## config.mk

```make
export PLATFORM = sky130hd
export DESIGN_NAME = csc_regs
export DESIGN_NICKNAME = d
export VERILOG_FILES = /design/src/include/csc_pkg.sv /design/src/rtl/csc_regs.sv
export VERILOG_INCLUDE_DIRS = /design/src /design/src/include
export SDC_FILE = /design/constraint.sdc
export NUM_CORES = 1
export LEC_CHECK = 0
export BUFFER_PORTS_ARGS = -buffer_cell sky130_fd_sc_hd__buf_2
export CAP_MARGIN = 20
export CORE_MARGIN = 3
export CORE_UTILIZATION = 43
export CTS_BUF_LIST = sky130_fd_sc_hd__clkbuf_8
export CTS_CLUSTER_SIZE = 20
export DETAILED_ROUTE_END_ITERATION = 10
export PLACE_DENSITY_LB_ADDON = 0.05
export SYNTH_ARGS = -nofsm -noshare
export SYNTH_HDL_FRONTEND = slang
export SYNTH_SLANG_ARGS = --single-unit
```

## constraint.sdc

```tcl
create_clock -name core_clk -period 3.65 [get_ports core_clk]
set_input_delay 0.1825 -clock core_clk [delete_from_list [all_inputs] [get_ports core_clk]]
set_output_delay 0.1825 -clock core_clk [all_outputs]
set_load 0.01 [all_outputs]
```

## src/include/csc_cfg.svh

```systemverilog
// Purpose: Offsets, field positions, reset values of the control regs
// Assumes: Byte addresses on a 32-bit AHB-Lite bus, one word per register
// Notes:   Definitions only
`ifndef CSC_CFG_SVH
`define CSC_CFG_SVH

////////////////////////////////////////////////////////////////////////////
// Register byte offsets (low address byte only)
`define CSC_OFF_ID      8'h00
`define CSC_OFF_INTERRUPT_CONTROL_STATE    8'h04
`define CSC_OFF_VECTOR_TABLE_OFFSET    8'h08
`define CSC_OFF_AUX     8'h20

////////////////////////////////////////////////////////////////////////////
// Auxiliary control fields
`define CSC_AUX_OOFP    9
`define CSC_AUX_FPCA    8
`define CSC_AUX_FOLD    2
`define CSC_AUX_WBUF    1
`define CSC_AUX_MCYC    0
`define CSC_AUX_RST     32'h0000_0000

////////////////////////////////////////////////////////////////////////////
// Interrupt control and state fields
`define CSC_INTERRUPT_CONTROL_STATE_NMI    31
`define CSC_INTERRUPT_CONTROL_STATE_SVSET  28
`define CSC_INTERRUPT_CONTROL_STATE_SVCLR  27
`define CSC_INTERRUPT_CONTROL_STATE_STSET  26
`define CSC_INTERRUPT_CONTROL_STATE_STCLR  25
`define CSC_INTERRUPT_CONTROL_STATE_ISRP   22
`define CSC_INTERRUPT_CONTROL_STATE_VP_HI  18
`define CSC_INTERRUPT_CONTROL_STATE_VP_LO  12
`define CSC_INTERRUPT_CONTROL_STATE_RTB    11
`define CSC_INTERRUPT_CONTROL_STATE_VA_HI  8
`define CSC_INTERRUPT_CONTROL_STATE_RST    32'h0000_0000

////////////////////////////////////////////////////////////////////////////
// Vector table offset fields
`define CSC_VECTOR_TABLE_OFFSET_HI     29
`define CSC_VECTOR_TABLE_OFFSET_LO     9
`define CSC_VECTOR_TABLE_OFFSET_RST    32'h0000_0000

`endif

```

## src/include/csc_pkg.sv

```systemverilog
// Purpose: Types shared by the system control register block
// Assumes: Offsets and fields live in csc_cfg.svh
// Notes:   One-hot codes written out
`default_nettype none

package csc_pkg;

    // Data phase of the bus slave
    typedef enum logic [2:0] {
        PH_IDLE  = 3'b001,
        PH_WRITE = 3'b010,
        PH_READ  = 3'b100
    } csc_phase_t;

endpackage

`default_nettype wire

```

## src/rtl/csc_regs.sv

```systemverilog
// Purpose: System control registers: aux control, identification,
//          interrupt control and state, vector table offset
// Assumes: AHB-Lite slave on core_clk; core status inputs on core_clk
// Notes:   Writes take no wait state, reads take one
`include "csc_cfg.svh"
`default_nettype none

module csc_regs #(
    // Identification values, arbitrary
    parameter logic [7:0]  ID_IMPLEMENTER = 8'h5A,
    parameter logic [3:0]  ID_VARIANT     = 4'h3,
    parameter logic [3:0]  ID_CONSTANT    = 4'h7,
    parameter logic [11:0] ID_PART        = 12'h9B2,
    parameter logic [3:0]  ID_REVISION    = 4'h2
) (
    // Clock and reset
    input  wire logic        core_clk,
    input  wire logic        rst_n,
    // AHB-Lite slave
    input  wire logic        hsel,
    input  wire logic [31:0] haddr,
    input  wire logic [1:0]  htrans,
    input  wire logic        hwrite,
    input  wire logic [2:0]  hsize,
    input  wire logic [31:0] hwdata,
    input  wire logic        hready,
    output logic             hreadyout,
    output logic             hresp,
    output logic [31:0]      hrdata,
    // Core exception status
    input  wire logic        nmiRequest,
    input  wire logic        nmiEntry,
    input  wire logic        pendSvEntry,
    input  wire logic        tickEvent,
    input  wire logic        tickEntry,
    input  wire logic        anyIrqPending,
    input  wire logic [6:0]  highestPending,
    input  wire logic        returnToBase,
    input  wire logic [8:0]  activeNumber,
    // Core controls
    output logic             fpInOrderForce,
    output logic             fpContextFlagFreeze,
    output logic             ifthenFoldDisable,
    output logic             writeBufferDisable,
    output logic             multicycleIntDisable,
    output logic             nmiPending,
    output logic             pendSvPending,
    output logic             tickPending,
    output logic [20:0]      tableBaseOffset,
    output logic             tableRegionSram
);

    ////////////////////////////////////////////////////////////////////////
    // Bus decode
    csc_pkg::csc_phase_t phase_reg;
    csc_pkg::csc_phase_t phase_next;
    logic [7:0]  addr_reg;
    logic [31:0] rdMux;
    logic [4:0]  aux_reg;
    logic [20:0] vector_table_offset_reg;
    logic        nmiPend_reg;
    logic        svPend_reg;
    logic        tickPend_reg;
    logic        hready_reg;
    logic [31:0] hrdata_reg;
    localparam logic [31:0] AUX_RST  = `CSC_AUX_RST;
    localparam logic [31:0] VECTOR_TABLE_OFFSET_RST = `CSC_VECTOR_TABLE_OFFSET_RST;

    wire accept   = hsel & htrans[1] & hready;
    wire rdAccept = accept & ~hwrite;
    wire wrPhase  = (phase_reg == csc_pkg::PH_WRITE) & hready;
    wire wrAux    = wrPhase & (addr_reg == `CSC_OFF_AUX);
    wire wrIcsr   = wrPhase & (addr_reg == `CSC_OFF_INTERRUPT_CONTROL_STATE);
    wire wrVtor   = wrPhase & (addr_reg == `CSC_OFF_VECTOR_TABLE_OFFSET);

    wire nmiSetSw  = wrIcsr & hwdata[`CSC_INTERRUPT_CONTROL_STATE_NMI];
    wire svSetSw   = wrIcsr & hwdata[`CSC_INTERRUPT_CONTROL_STATE_SVSET];
    wire svClrSw   = wrIcsr & hwdata[`CSC_INTERRUPT_CONTROL_STATE_SVCLR];
    wire tickSetSw = wrIcsr & hwdata[`CSC_INTERRUPT_CONTROL_STATE_STSET];
    wire tickClrSw = wrIcsr & hwdata[`CSC_INTERRUPT_CONTROL_STATE_STCLR];

    ////////////////////////////////////////////////////////////////////////
    // Pending state: a set in the same cycle as a clear wins, so an
    // event arriving during handler entry is never dropped
    wire nmiNext  = nmiSetSw | nmiRequest |
                    (nmiPend_reg & ~nmiEntry);
    wire svNext   = svSetSw |
                    (svPend_reg & ~svClrSw & ~pendSvEntry);
    wire tickNext = tickSetSw | tickEvent |
                    (tickPend_reg & ~tickClrSw & ~tickEntry);

    ////////////////////////////////////////////////////////////////////////
    // Read mux; write-only and reserved bits read zero
    wire [31:0] idWord = {ID_IMPLEMENTER, ID_VARIANT, ID_CONSTANT,
                          ID_PART, ID_REVISION};

    always_comb begin
        rdMux = 32'h0000_0000;
        case (addr_reg)
            `CSC_OFF_ID: begin
                rdMux = idWord;
            end
            `CSC_OFF_AUX: begin
                rdMux[`CSC_AUX_OOFP] = fpInOrderForce;
                rdMux[`CSC_AUX_FPCA] = fpContextFlagFreeze;
                rdMux[`CSC_AUX_FOLD] = ifthenFoldDisable;
                rdMux[`CSC_AUX_WBUF] = writeBufferDisable;
                rdMux[`CSC_AUX_MCYC] = multicycleIntDisable;
            end
            `CSC_OFF_INTERRUPT_CONTROL_STATE: begin
                rdMux[`CSC_INTERRUPT_CONTROL_STATE_NMI]   = nmiPend_reg;
                rdMux[`CSC_INTERRUPT_CONTROL_STATE_SVSET] = svPend_reg;
                rdMux[`CSC_INTERRUPT_CONTROL_STATE_STSET] = tickPend_reg;
                rdMux[`CSC_INTERRUPT_CONTROL_STATE_ISRP]  = anyIrqPending;
                rdMux[`CSC_INTERRUPT_CONTROL_STATE_VP_HI:`CSC_INTERRUPT_CONTROL_STATE_VP_LO]
                    = highestPending;
                rdMux[`CSC_INTERRUPT_CONTROL_STATE_RTB]   = returnToBase;
                rdMux[`CSC_INTERRUPT_CONTROL_STATE_VA_HI:0] = activeNumber;
            end
            `CSC_OFF_VECTOR_TABLE_OFFSET: begin
                rdMux[`CSC_VECTOR_TABLE_OFFSET_HI:`CSC_VECTOR_TABLE_OFFSET_LO] = vector_table_offset_reg;
            end
            default: begin
                rdMux = 32'h0000_0000;
            end
        endcase
    end

    ////////////////////////////////////////////////////////////////////////
    // Data phase sequencer
    always_comb begin
        phase_next = phase_reg;
        case (phase_reg)
            csc_pkg::PH_IDLE, csc_pkg::PH_WRITE: begin
                if (accept) begin
                    phase_next = hwrite ? csc_pkg::PH_WRITE
                                        : csc_pkg::PH_READ;
                end else begin
                    phase_next = csc_pkg::PH_IDLE;
                end
            end
            csc_pkg::PH_READ: begin
                phase_next = csc_pkg::PH_IDLE;
            end
            default: begin
                phase_next = csc_pkg::PH_IDLE;
            end
        endcase
    end

    // Read data is taken one cycle late so a write just before is seen
    always_ff @(posedge core_clk) begin
        if (!rst_n) begin
            phase_reg  <= csc_pkg::PH_IDLE;
            addr_reg   <= 8'h00;
            hready_reg <= 1'b1;
            hrdata_reg <= 32'h0000_0000;
        end else begin
            phase_reg  <= phase_next;
            hready_reg <= ~rdAccept;
            if (accept) begin
                addr_reg <= haddr[7:0];
            end
            if (phase_reg == csc_pkg::PH_READ) begin
                hrdata_reg <= rdMux;
            end
        end
    end

    ////////////////////////////////////////////////////////////////////////
    // Register state
    always_ff @(posedge core_clk) begin
        if (!rst_n) begin
            aux_reg      <= {AUX_RST[`CSC_AUX_OOFP:`CSC_AUX_FPCA],
                             AUX_RST[`CSC_AUX_FOLD:`CSC_AUX_MCYC]};
            vector_table_offset_reg     <= VECTOR_TABLE_OFFSET_RST[`CSC_VECTOR_TABLE_OFFSET_HI:`CSC_VECTOR_TABLE_OFFSET_LO];
            nmiPend_reg  <= 1'b0;
            svPend_reg   <= 1'b0;
            tickPend_reg <= 1'b0;
        end else begin
            if (wrAux) begin
                aux_reg <= {hwdata[`CSC_AUX_OOFP:`CSC_AUX_FPCA],
                            hwdata[`CSC_AUX_FOLD:`CSC_AUX_MCYC]};
            end
            if (wrVtor) begin
                vector_table_offset_reg <= hwdata[`CSC_VECTOR_TABLE_OFFSET_HI:`CSC_VECTOR_TABLE_OFFSET_LO];
            end
            nmiPend_reg  <= nmiNext;
            svPend_reg   <= svNext;
            tickPend_reg <= tickNext;
        end
    end

    ////////////////////////////////////////////////////////////////////////
    // Outputs
    assign hreadyout            = hready_reg;
    assign hresp                = 1'b0;
    assign hrdata               = hrdata_reg;
    assign fpInOrderForce       = aux_reg[4];
    assign fpContextFlagFreeze  = aux_reg[3];
    assign ifthenFoldDisable    = aux_reg[2];
    assign writeBufferDisable   = aux_reg[1];
    assign multicycleIntDisable = aux_reg[0];
    assign nmiPending           = nmiPend_reg;
    assign pendSvPending        = svPend_reg;
    assign tickPending          = tickPend_reg;
    assign tableBaseOffset      = vector_table_offset_reg;
    assign tableRegionSram      = vector_table_offset_reg[20];

    wire rdIcsr = rdAccept & (haddr[7:0] == `CSC_OFF_INTERRUPT_CONTROL_STATE);
    wire rdAux  = rdAccept & (haddr[7:0] == `CSC_OFF_AUX);
    wire rdId   = rdAccept & (haddr[7:0] == `CSC_OFF_ID);
    wire rdVtor = rdAccept & (haddr[7:0] == `CSC_OFF_VECTOR_TABLE_OFFSET);
endmodule

`default_nettype wire

```

Word level (Yosys, flattened, before mapping)
Cells that the tools add are included.
{ "classes": {"n_eq_ne": 6, "muxes": 16, "bitwise_logic": 29, "reduce_logical": 3} }
{ "ops": {"columns": ["cell", "n"], "rows": [
  ["$pmux 8 s3", 1],
  ["$and 1x1->1", 17],
  ["$pmux 3 s2", 2],
  ["$pmux 5 s2", 1],
  ["$pmux 1 s3", 3],
  ["$pmux 3 s3", 1],
  ["$eq 8x3->1 const B", 1],
  ["$eq 8x4->1 const B", 1],
  ["$eq 8x6->1 const B", 1],
  ["$logic_not 8->1", 1],
  ["$not 1->1", 7],
  ["$pmux 1 s2", 3],
  ["$or 1x1->1", 5],
  ["$mux 1", 4],
  ["$eq 3x1->1 const B", 1],
  ["$eq 3x2->1 const B", 1],
  ["$eq 3x3->1 const B", 1],
  ["$mux 3", 1],
  ["$reduce_and 3->1", 1],
  ["$reduce_or 2->1", 1]
]} }
{ "totals": {"regBits": 73, "input_bits": 97, "output_inout_bits": 64, "word_cells": 63} }

Depth between registers and ports, before layout
Gate-level depths: netlist of the first run.
{ "depth": {"depth_word": 8, "depth_mapped": 6, "depth_no_buf": 3} }

Worst setup path before layout of the first run
Ideal clock, no wire load.
{ "synth_path": {"path_kind": "reg2reg", "startpoint": "register addr_reg[7]", "endpoint": "register hrdata_reg[13], in the netlist hrdata[13]", "setup_ps": 67, "arrival_time_ps": 1655, "t_required_ps": 3583, "path_slack_ps": 1928, "stages_incl_launch_ff": 5, "path_buffers": 1, "period_less_slack_ps": 1722, "cell_sequence": "dfxtp_1 or4_4 or4b_1 buf_4 o21ai_2"} }
{ "synth_between": {"elab_chain_len": 2, "word_cells_on_any_way": 4, "classes_between": "eq/ne (2); mux (1); reduce/logical (1)"} }
{ "synth_rtl": {"columns": ["item", "line_no", "text"], "rows": [
  ["start: declaration", "csc_regs.sv:57", "logic [7:0] addr_reg;"],
  ["start signal: assignment", "csc_regs.sv:162", "addr_reg <= haddr[7:0];"],
  ["$eq 8x4->1 (tied with other cells)", "csc_regs.sv:99", "case (addr_reg)"],
  ["$pmux 8 s3 *", "csc_regs.sv:99", null],
  ["end signal: assignment", "csc_regs.sv:165", "hrdata_reg <= rdMux;"],
  ["end: declaration", "csc_regs.sv:65", "logic [31:0] hrdata_reg;"]
]} }
Every way passes the cells marked *; elsewhere a longest branch is shown, timed or not.
A chain may end at the register's enable or synchronous reset.

Worst setup path in the final report of the first run
{ "layout_path": {"startpoint": "register addr_reg[3]", "endpoint": "register hrdata_reg[29], in the netlist hrdata[29]"} }
{ "layout_between": {"elab_chain_len": 2} }
{ "layout_rtl": {"columns": ["item", "line_no"], "rows": [
  ["$eq 8x4->1", "csc_regs.sv:99"],
  ["$mux 1", "csc_regs.sv:99"]
]} }
Every way passes these cells.

==> qor.yml, run 1 <==
run_status:
  status: "finished clean"
synth:
  ys.flop_type: "dfxtp_1"
  avgSynthCellArea_um2: 8.67
  yosysSeqAreaShare_pct: 45.4
  ys_types: 44
  yosysTopAreaCell: "dfxtp_1"
  synth_fp_nets: 468
  synth_area_leaders: "dfxtp_1 (45%), nand2_1 (9.3%), mux2i_1 (8.1%)"
  synth_warnings: 0
  synth-seq-cells: 73
  synth_area_um2: 3220
  async_reset_ff_share_pct: 0
  synth-edff-count: 0
  syn_inst: 371
  synth_top_area_share_pct: 45.4
clock_network:
  cts-root-buf: "clkbuf_8"
  clock-sinks: 73
  cts_tree: "done"
  insertion_delay_ns: 0.35
  clkTransAtPathRegs_ns: 0.08
  h-tree-depth: 3
  cts_setup_buffers: 0
  cts_buffer_depth: 2
  cts_buffers: 9
worst_setup_path:
  endpoint: "hrdata[29]"
  arrival_ns: 2.41
  startpoint_type: "register"
  worstSetupStartpoint: "addr_reg[3]"
  ff2ff_setup_slack_ns: 1.52
  worstPathRequired_ns: 3.93
  cpLargestDelayFamily: "simple AND/OR/NAND/NOR gates"
  reg2reg_to: "hrdata[29]"
  path_cells: "nor4b_2 -> nand4_1 -> a21oi_1"
  crit_fanout: 28
  ff2ff_path_depth: 3
  crit_path_end_kind: "register"
  cp.depth: 3
  slowest_delay_ns: 0.87
  r2r_start: "addr_reg[3]"
  crit_type: "reg2reg"
  cp.buffers_inverters: 0
  worst_path_max_delay_cell: "dfxtp_1"
layout:
  final_nets: 578
  drive_above_1_share_pct: 32.9
  design_area_um2: 4080
  area_growth_pct: 27.0
  antennaDiodeCount: 0
  largest_reg_flops: 32
  final_cell_mix: "buf_2 (125), nand2_1 (80), dfxtp_1 (73), mux2i_1 (26), a21oi_1 (26)"
  mostFrequentLayoutCell: "buf_2"
power_and_ir_drop:
  p_leak_uw: 0.00178
  p_per_area_nw_per_um2: 387
  power_uw: 1580
  ir_drop_mv: 0.248
grt:
  track_usage_pct: 20.4
  grt_pass1_vias: 2812
  antenna_found_initial: 0
  grt_first_pass_wirelength_mm: 13.8
  grt_max_degree: 72
  grt_overflow_total: 0
sta:
  timing.fmax_mhz: 470
  fin_skew_ns: 0.0112
  hold_viol_final: 0
  rsz0062_at_grt: "false"
  fin_crit_ns: 2.13
  maxSlewHeadroom_pct: 39.8
  worst_slew_pin_slew_ns: 0.900
  fin_setup_tns_ns: 0
  slew_viol_final: 0
  fin_crit_sh_pct: 58.3
  final-setup-viol-count: 0
route:
  avgRoutedWirePerCell_um: 14.6
  drc: 0
  vias_per_cell: 5.22
  vias: 3038
  dr.pass1.iters: 4
  ant_nets: 0
  drt_iter0_drc: 153
  routed_wl_mm: 8.49
placed_design:
  placed_area_um2: 3870
  dpl.hpwl_mm: 5.89
  port_buffers: 125
  finalWeightedCongestion: 0.792
floorplanning:
  die_x_um: 92.5
  fp.dieArea_um2: 8550
  ios: 161
  die_height_um: 92.5
  start_util_pct: 45.8
  fp-row-count: 30
  core_um2: 7020
worst_hold_path:
  hold_class: "in2reg"
run:
  drv_cap: 0
metal layers:
layer / wire [um] / global-route usage (%) / vias to the layer above
met1: 3760 / 25.9 / 1422
met2: 3910 / 31.9 / 97
met4: 110 / 5.69 / 0
met5: 0 / 0 / -
li1: - / - / 1509
met3: 711 / 8.20 / 10
cell type report:
cell class	count	area, um2
clock buffer	11	151
clock inverter	5	55.1
fill	701	2940
inverter	10	37.5
multi-input combinational	255	1580
sequential	73	1460
tap	96	120
timing repair buffer	132	681
power by group:
part	total (uW)	internal [uW]	leakage [uW]	switching, uW
Combinational	113	50.3	0.00108	62.9
Sequential	811	801	0.000589	9.55
Clock	654	351	0.000107	303
cell usage after synthesis, drive strengths merged (2+ instances only):
library cell,instances
nand2,80
dfxtp,73
a21oi,26
mux2i,26
clkbuf,24
nand3,19
o21ai,15
nand4,13
a22o,10
inv,10
buf,9
nand2b,9
nor2b,7
a21boi,4
a22oi,4
a32o,4
and2,4
nor2,4
nand3b,3
nor3b,3
nor4b,3
a41o,2
and4b,2
nor4,2
o31ai,2
or4,2
logic make-up (layout without fill, tap and decap cells):
logic type	after synthesis	after routing	share of synthesized area, %
AOI/OAI and AO/OA	69	69	15.0
muxes	26	26	8.09
xor gates and xnor gates	1	1	0.272
and+or+nand+nor	158	158	25.4
DFF	73	73	45.4
buffers and inverters	43	158	5.72
other	1	1	0.117
timing repair:
action	in CTS	in global routing
gates resized for setup	0	0
hold buffers	1	0
hold endpoints to repair	1	0
setup endpoints to repair	0	0
through the flow:
stage | hold WS [ns] | util [%] | std cells | worst slack (ns)
6_report | 0.0705 | 58.2 | 582 | 1.52
5_1_grt | 0.0587 | 58.2 | 582 | 1.33
4_1_cts | 0.0559 | 58.2 | 582 | 1.52
3_5_place_dp | 0.361 | 55.1 | 565 | 1.50
3_3_place_gp | 0.356 | 55.1 | 565 | 1.54
2_1_floorplan | 0.255 | - | 371 | 1.93
tightest hold or removal path, stage by stage:
cell and delay (ns):
buf_2 0.10, nand2_1 0.04, mux2i_1 0.05
how the worst min path moves through the flow:
stage	start	end	slack [ns]	cells after the start
5_1_grt	hwdata[0]	aux_reg[0]	0.06	3
3_5_place_dp	hwrite	phase_reg[2]	0.36	2
2_1_floorplan	hwrite	phase_reg[2]	0.25	1
6_report	hwdata[18]	tableBaseOffset[9]	0.07	3
4_1_cts	hwdata[18]	tableBaseOffset[9]	0.06	3
3_3_place_gp	hwrite	phase_reg[2]	0.36	2
Note: power is estimated with default switching activity, not from simulation.
==> run 2, diff against run 1 <==
- clock period: 3.65 -> 2.2 ns (I/O delays scaled with it)
==> run 2 against run 1 <==
Hold slack worse by 0.058 ns. Via count fell by 0.33%. Clock skew shrank 0.0042 ns. Non-clock buffer count up 8. Final area increased by 1.2%. Sequential power increased by 65%. Sequential share of layout area shrank 0.41 points. Global-route usage grew 0.30 points. Combinational power rose by 78%. Sequential cell count is the same. Worst setup slack worse by 1.3 ns.
==> qor.yml, run 2 (synthesized netlist as in run 1, its figures left out) <==
floorplanning:
  ios: 161  # unchanged
  die_height_um: 92.5  # unchanged
  die_x_um: 92.5  # unchanged
  fp-row-count: 30  # unchanged
  start_util_pct: 45.8  # unchanged
  fp.dieArea_um2: 8550  # unchanged
  core_um2: 7020  # unchanged
clock_network:
  clkTransAtPathRegs_ns: 0.07  # was 0.08 ns
  clock-sinks: 73  # unchanged
  cts-root-buf: "clkbuf_8"  # unchanged
  cts-resized-gates: 0  # unchanged
  cts_setup_buffers: 0  # unchanged
  insertion_delay_ns: 0.34  # was 0.35 ns
  cts_buffer_depth: 2  # unchanged
  cts_buffers: 9  # unchanged
  cts_tree: "done"  # unchanged
  h-tree-depth: 3  # unchanged
sta:
  fin_crit_sh_pct: 90.6  # was 58.3%
  fin_skew_ns: 0.00702  # was 0.0112 ns
  fin_crit_ns: 1.99  # was 2.13 ns
  slew_viol_final: 0  # unchanged
  maxSlewHeadroom_pct: 47.6  # was 39.8%
  hold_viol_final: 0  # unchanged
  rsz0062_at_grt: "false"  # unchanged
  final-setup-viol-count: 0  # unchanged
  worst_slew_pin_slew_ns: 0.786  # was 0.900 ns
  timing.fmax_mhz: 502  # was 470 MHz
  fin_setup_tns_ns: 0  # unchanged
layout:
  fillers: 691  # was 701
  mostFrequentLayoutCell: "buf_2"  # unchanged
  largest_reg_flops: 32  # unchanged
  final_nets: 586  # was 578
  design_area_um2: 4130  # was 4080 um2
  drive_above_1_share_pct: 33.2  # was 32.9%
  antennaDiodeCount: 0  # unchanged
  area_growth_pct: 28.4  # was 27.0%
  multi_input_area_um2: 1580  # unchanged
  final_cell_mix: "buf_2 (125), nand2_1 (80), dfxtp_1 (73), mux2i_1 (26), a21oi_1 (26)"  # unchanged
  register_area_um2: 1460  # unchanged
grt:
  track_usage_pct: 20.7  # was 20.4%
  grt_max_degree: 81  # was 72
  grt_pass1_vias: 2903  # was 2812
  grt_first_pass_wirelength_mm: 14.0  # was 13.8 mm
  antenna_found_initial: 0  # unchanged
  grt_overflow_total: 0  # unchanged
route:
  dr.pass1.iters: 4  # unchanged
  drc: 0  # unchanged
  ant_nets: 0  # unchanged
  vias_per_cell: 5.13  # was 5.22
  routed_wl_mm: 8.86  # was 8.49 mm
  drt_iter0_drc: 93  # was 153
  avgRoutedWirePerCell_um: 15.0  # was 14.6 um
  vias: 3028  # was 3038
power_and_ir_drop:
  p_per_area_nw_per_um2: 599  # was 387 nW/um2
  ir_drop_mv: 0.327  # was 0.248 mV
  p_leak_uw: 0.00181  # was 0.00178 uW
worst_hold_path:
  hold_class: "in2reg"  # unchanged
placed_design:
  placed_area_um2: 3920  # was 3870 um2
  finalWeightedCongestion: 0.751  # was 0.792
  dpl.hpwl_mm: 6.19  # was 5.89 mm
  port_buffers: 125  # unchanged
worst_setup_path:
  startpoint_type: "register"  # unchanged
  crit_fanout: 9  # was 28
  worstPathRequired_ns: 2.47  # was 3.93 ns
  crit_type: "reg2reg"  # unchanged
  crit_path_end_kind: "register"  # unchanged
  arrival_ns: 2.27  # was 2.41 ns
run_status:
  status: "finished clean"  # unchanged
run:
  drv_cap: 0  # unchanged
[run 2: changes by cell type in the layout (fill, tap and decap cells not counted), sizes merged]
| cell | delta |
|---|---|
| dlygate4sd3 | +3 |
| inv | +1 |
| clkinvlp | -1 |
| bufinv | -1 |
| clkinv | +1 |
| buf | +5 |
[run 2: stage by stage]
stage,worst slack (ns),util (%),std cells,total power (uW),hold WS [ns]
after floorplan,0.478,-,371,1480,0.182
after global placement,0.222,55.8,570,1570,0.288
after detailed placement,0.192,55.8,570,1570,0.286
after CTS,0.184,58.8,590,2510,0.000311
after global routing,0.115,58.8,590,2590,0.0137
final,0.208,58.8,590,2480,0.0129
[run 2: cell type report]
class                   count  share of cell area (%)
multi-input cells         255                    38.2
well taps                  96                    2.91
clock inverters             5                   0.545
clock buffers              11                    3.67
inverters                  10                   0.909
flip-flops and latches     73                    35.4
repair buffers            140                    18.4
[run 2: power breakdown]
group          leakage [uW]  switching [uW]  internal (uW)  total (uW)
clock              0.000101             473            457         931
combinational       0.00112             110           91.0         201
sequential         0.000589            13.9           1330        1340
[run 2: worst paths after layout]
| path | startpoint | endpoint | slack, ns | depth (start not counted) |
|---|---|---|---|---|
| setup / recovery | addr_reg[7] | hrdata[11] | 0.21 | 3 |
| hold / removal | hwdata[10] | tableBaseOffset[1] | 0.01 | 3 |
| setup reg to reg | addr_reg[7] | hrdata[11] | 0.21 | 3 |
| hold reg to reg | hrdata[6] | hrdata[6] | 0.45 | 2 |
[run 2: worst max-delay path, cell delays in order, from the launching register on]
cell,delay [ns]
dfxtp_1,0.33
or4_4,0.56
or4b_1,0.81
o21ai_2,0.22
[run 2: timing repair]
item                                    CTS  global route
endpoints found under the hold margin     4             0
hold buffers                              4             0
endpoints found under the setup margin    0             0
[run 2: per-layer routing]
layer / track usage, % / up-vias / wire [um]
li1: - / 1525 / -
met1: 25.3 / 1390 / 3820
met2: 34.5 / 100 / 4200
met3: 5.52 / 13 / 683
met4: 7.92 / 0 / 149
met5: 0 / - / 0
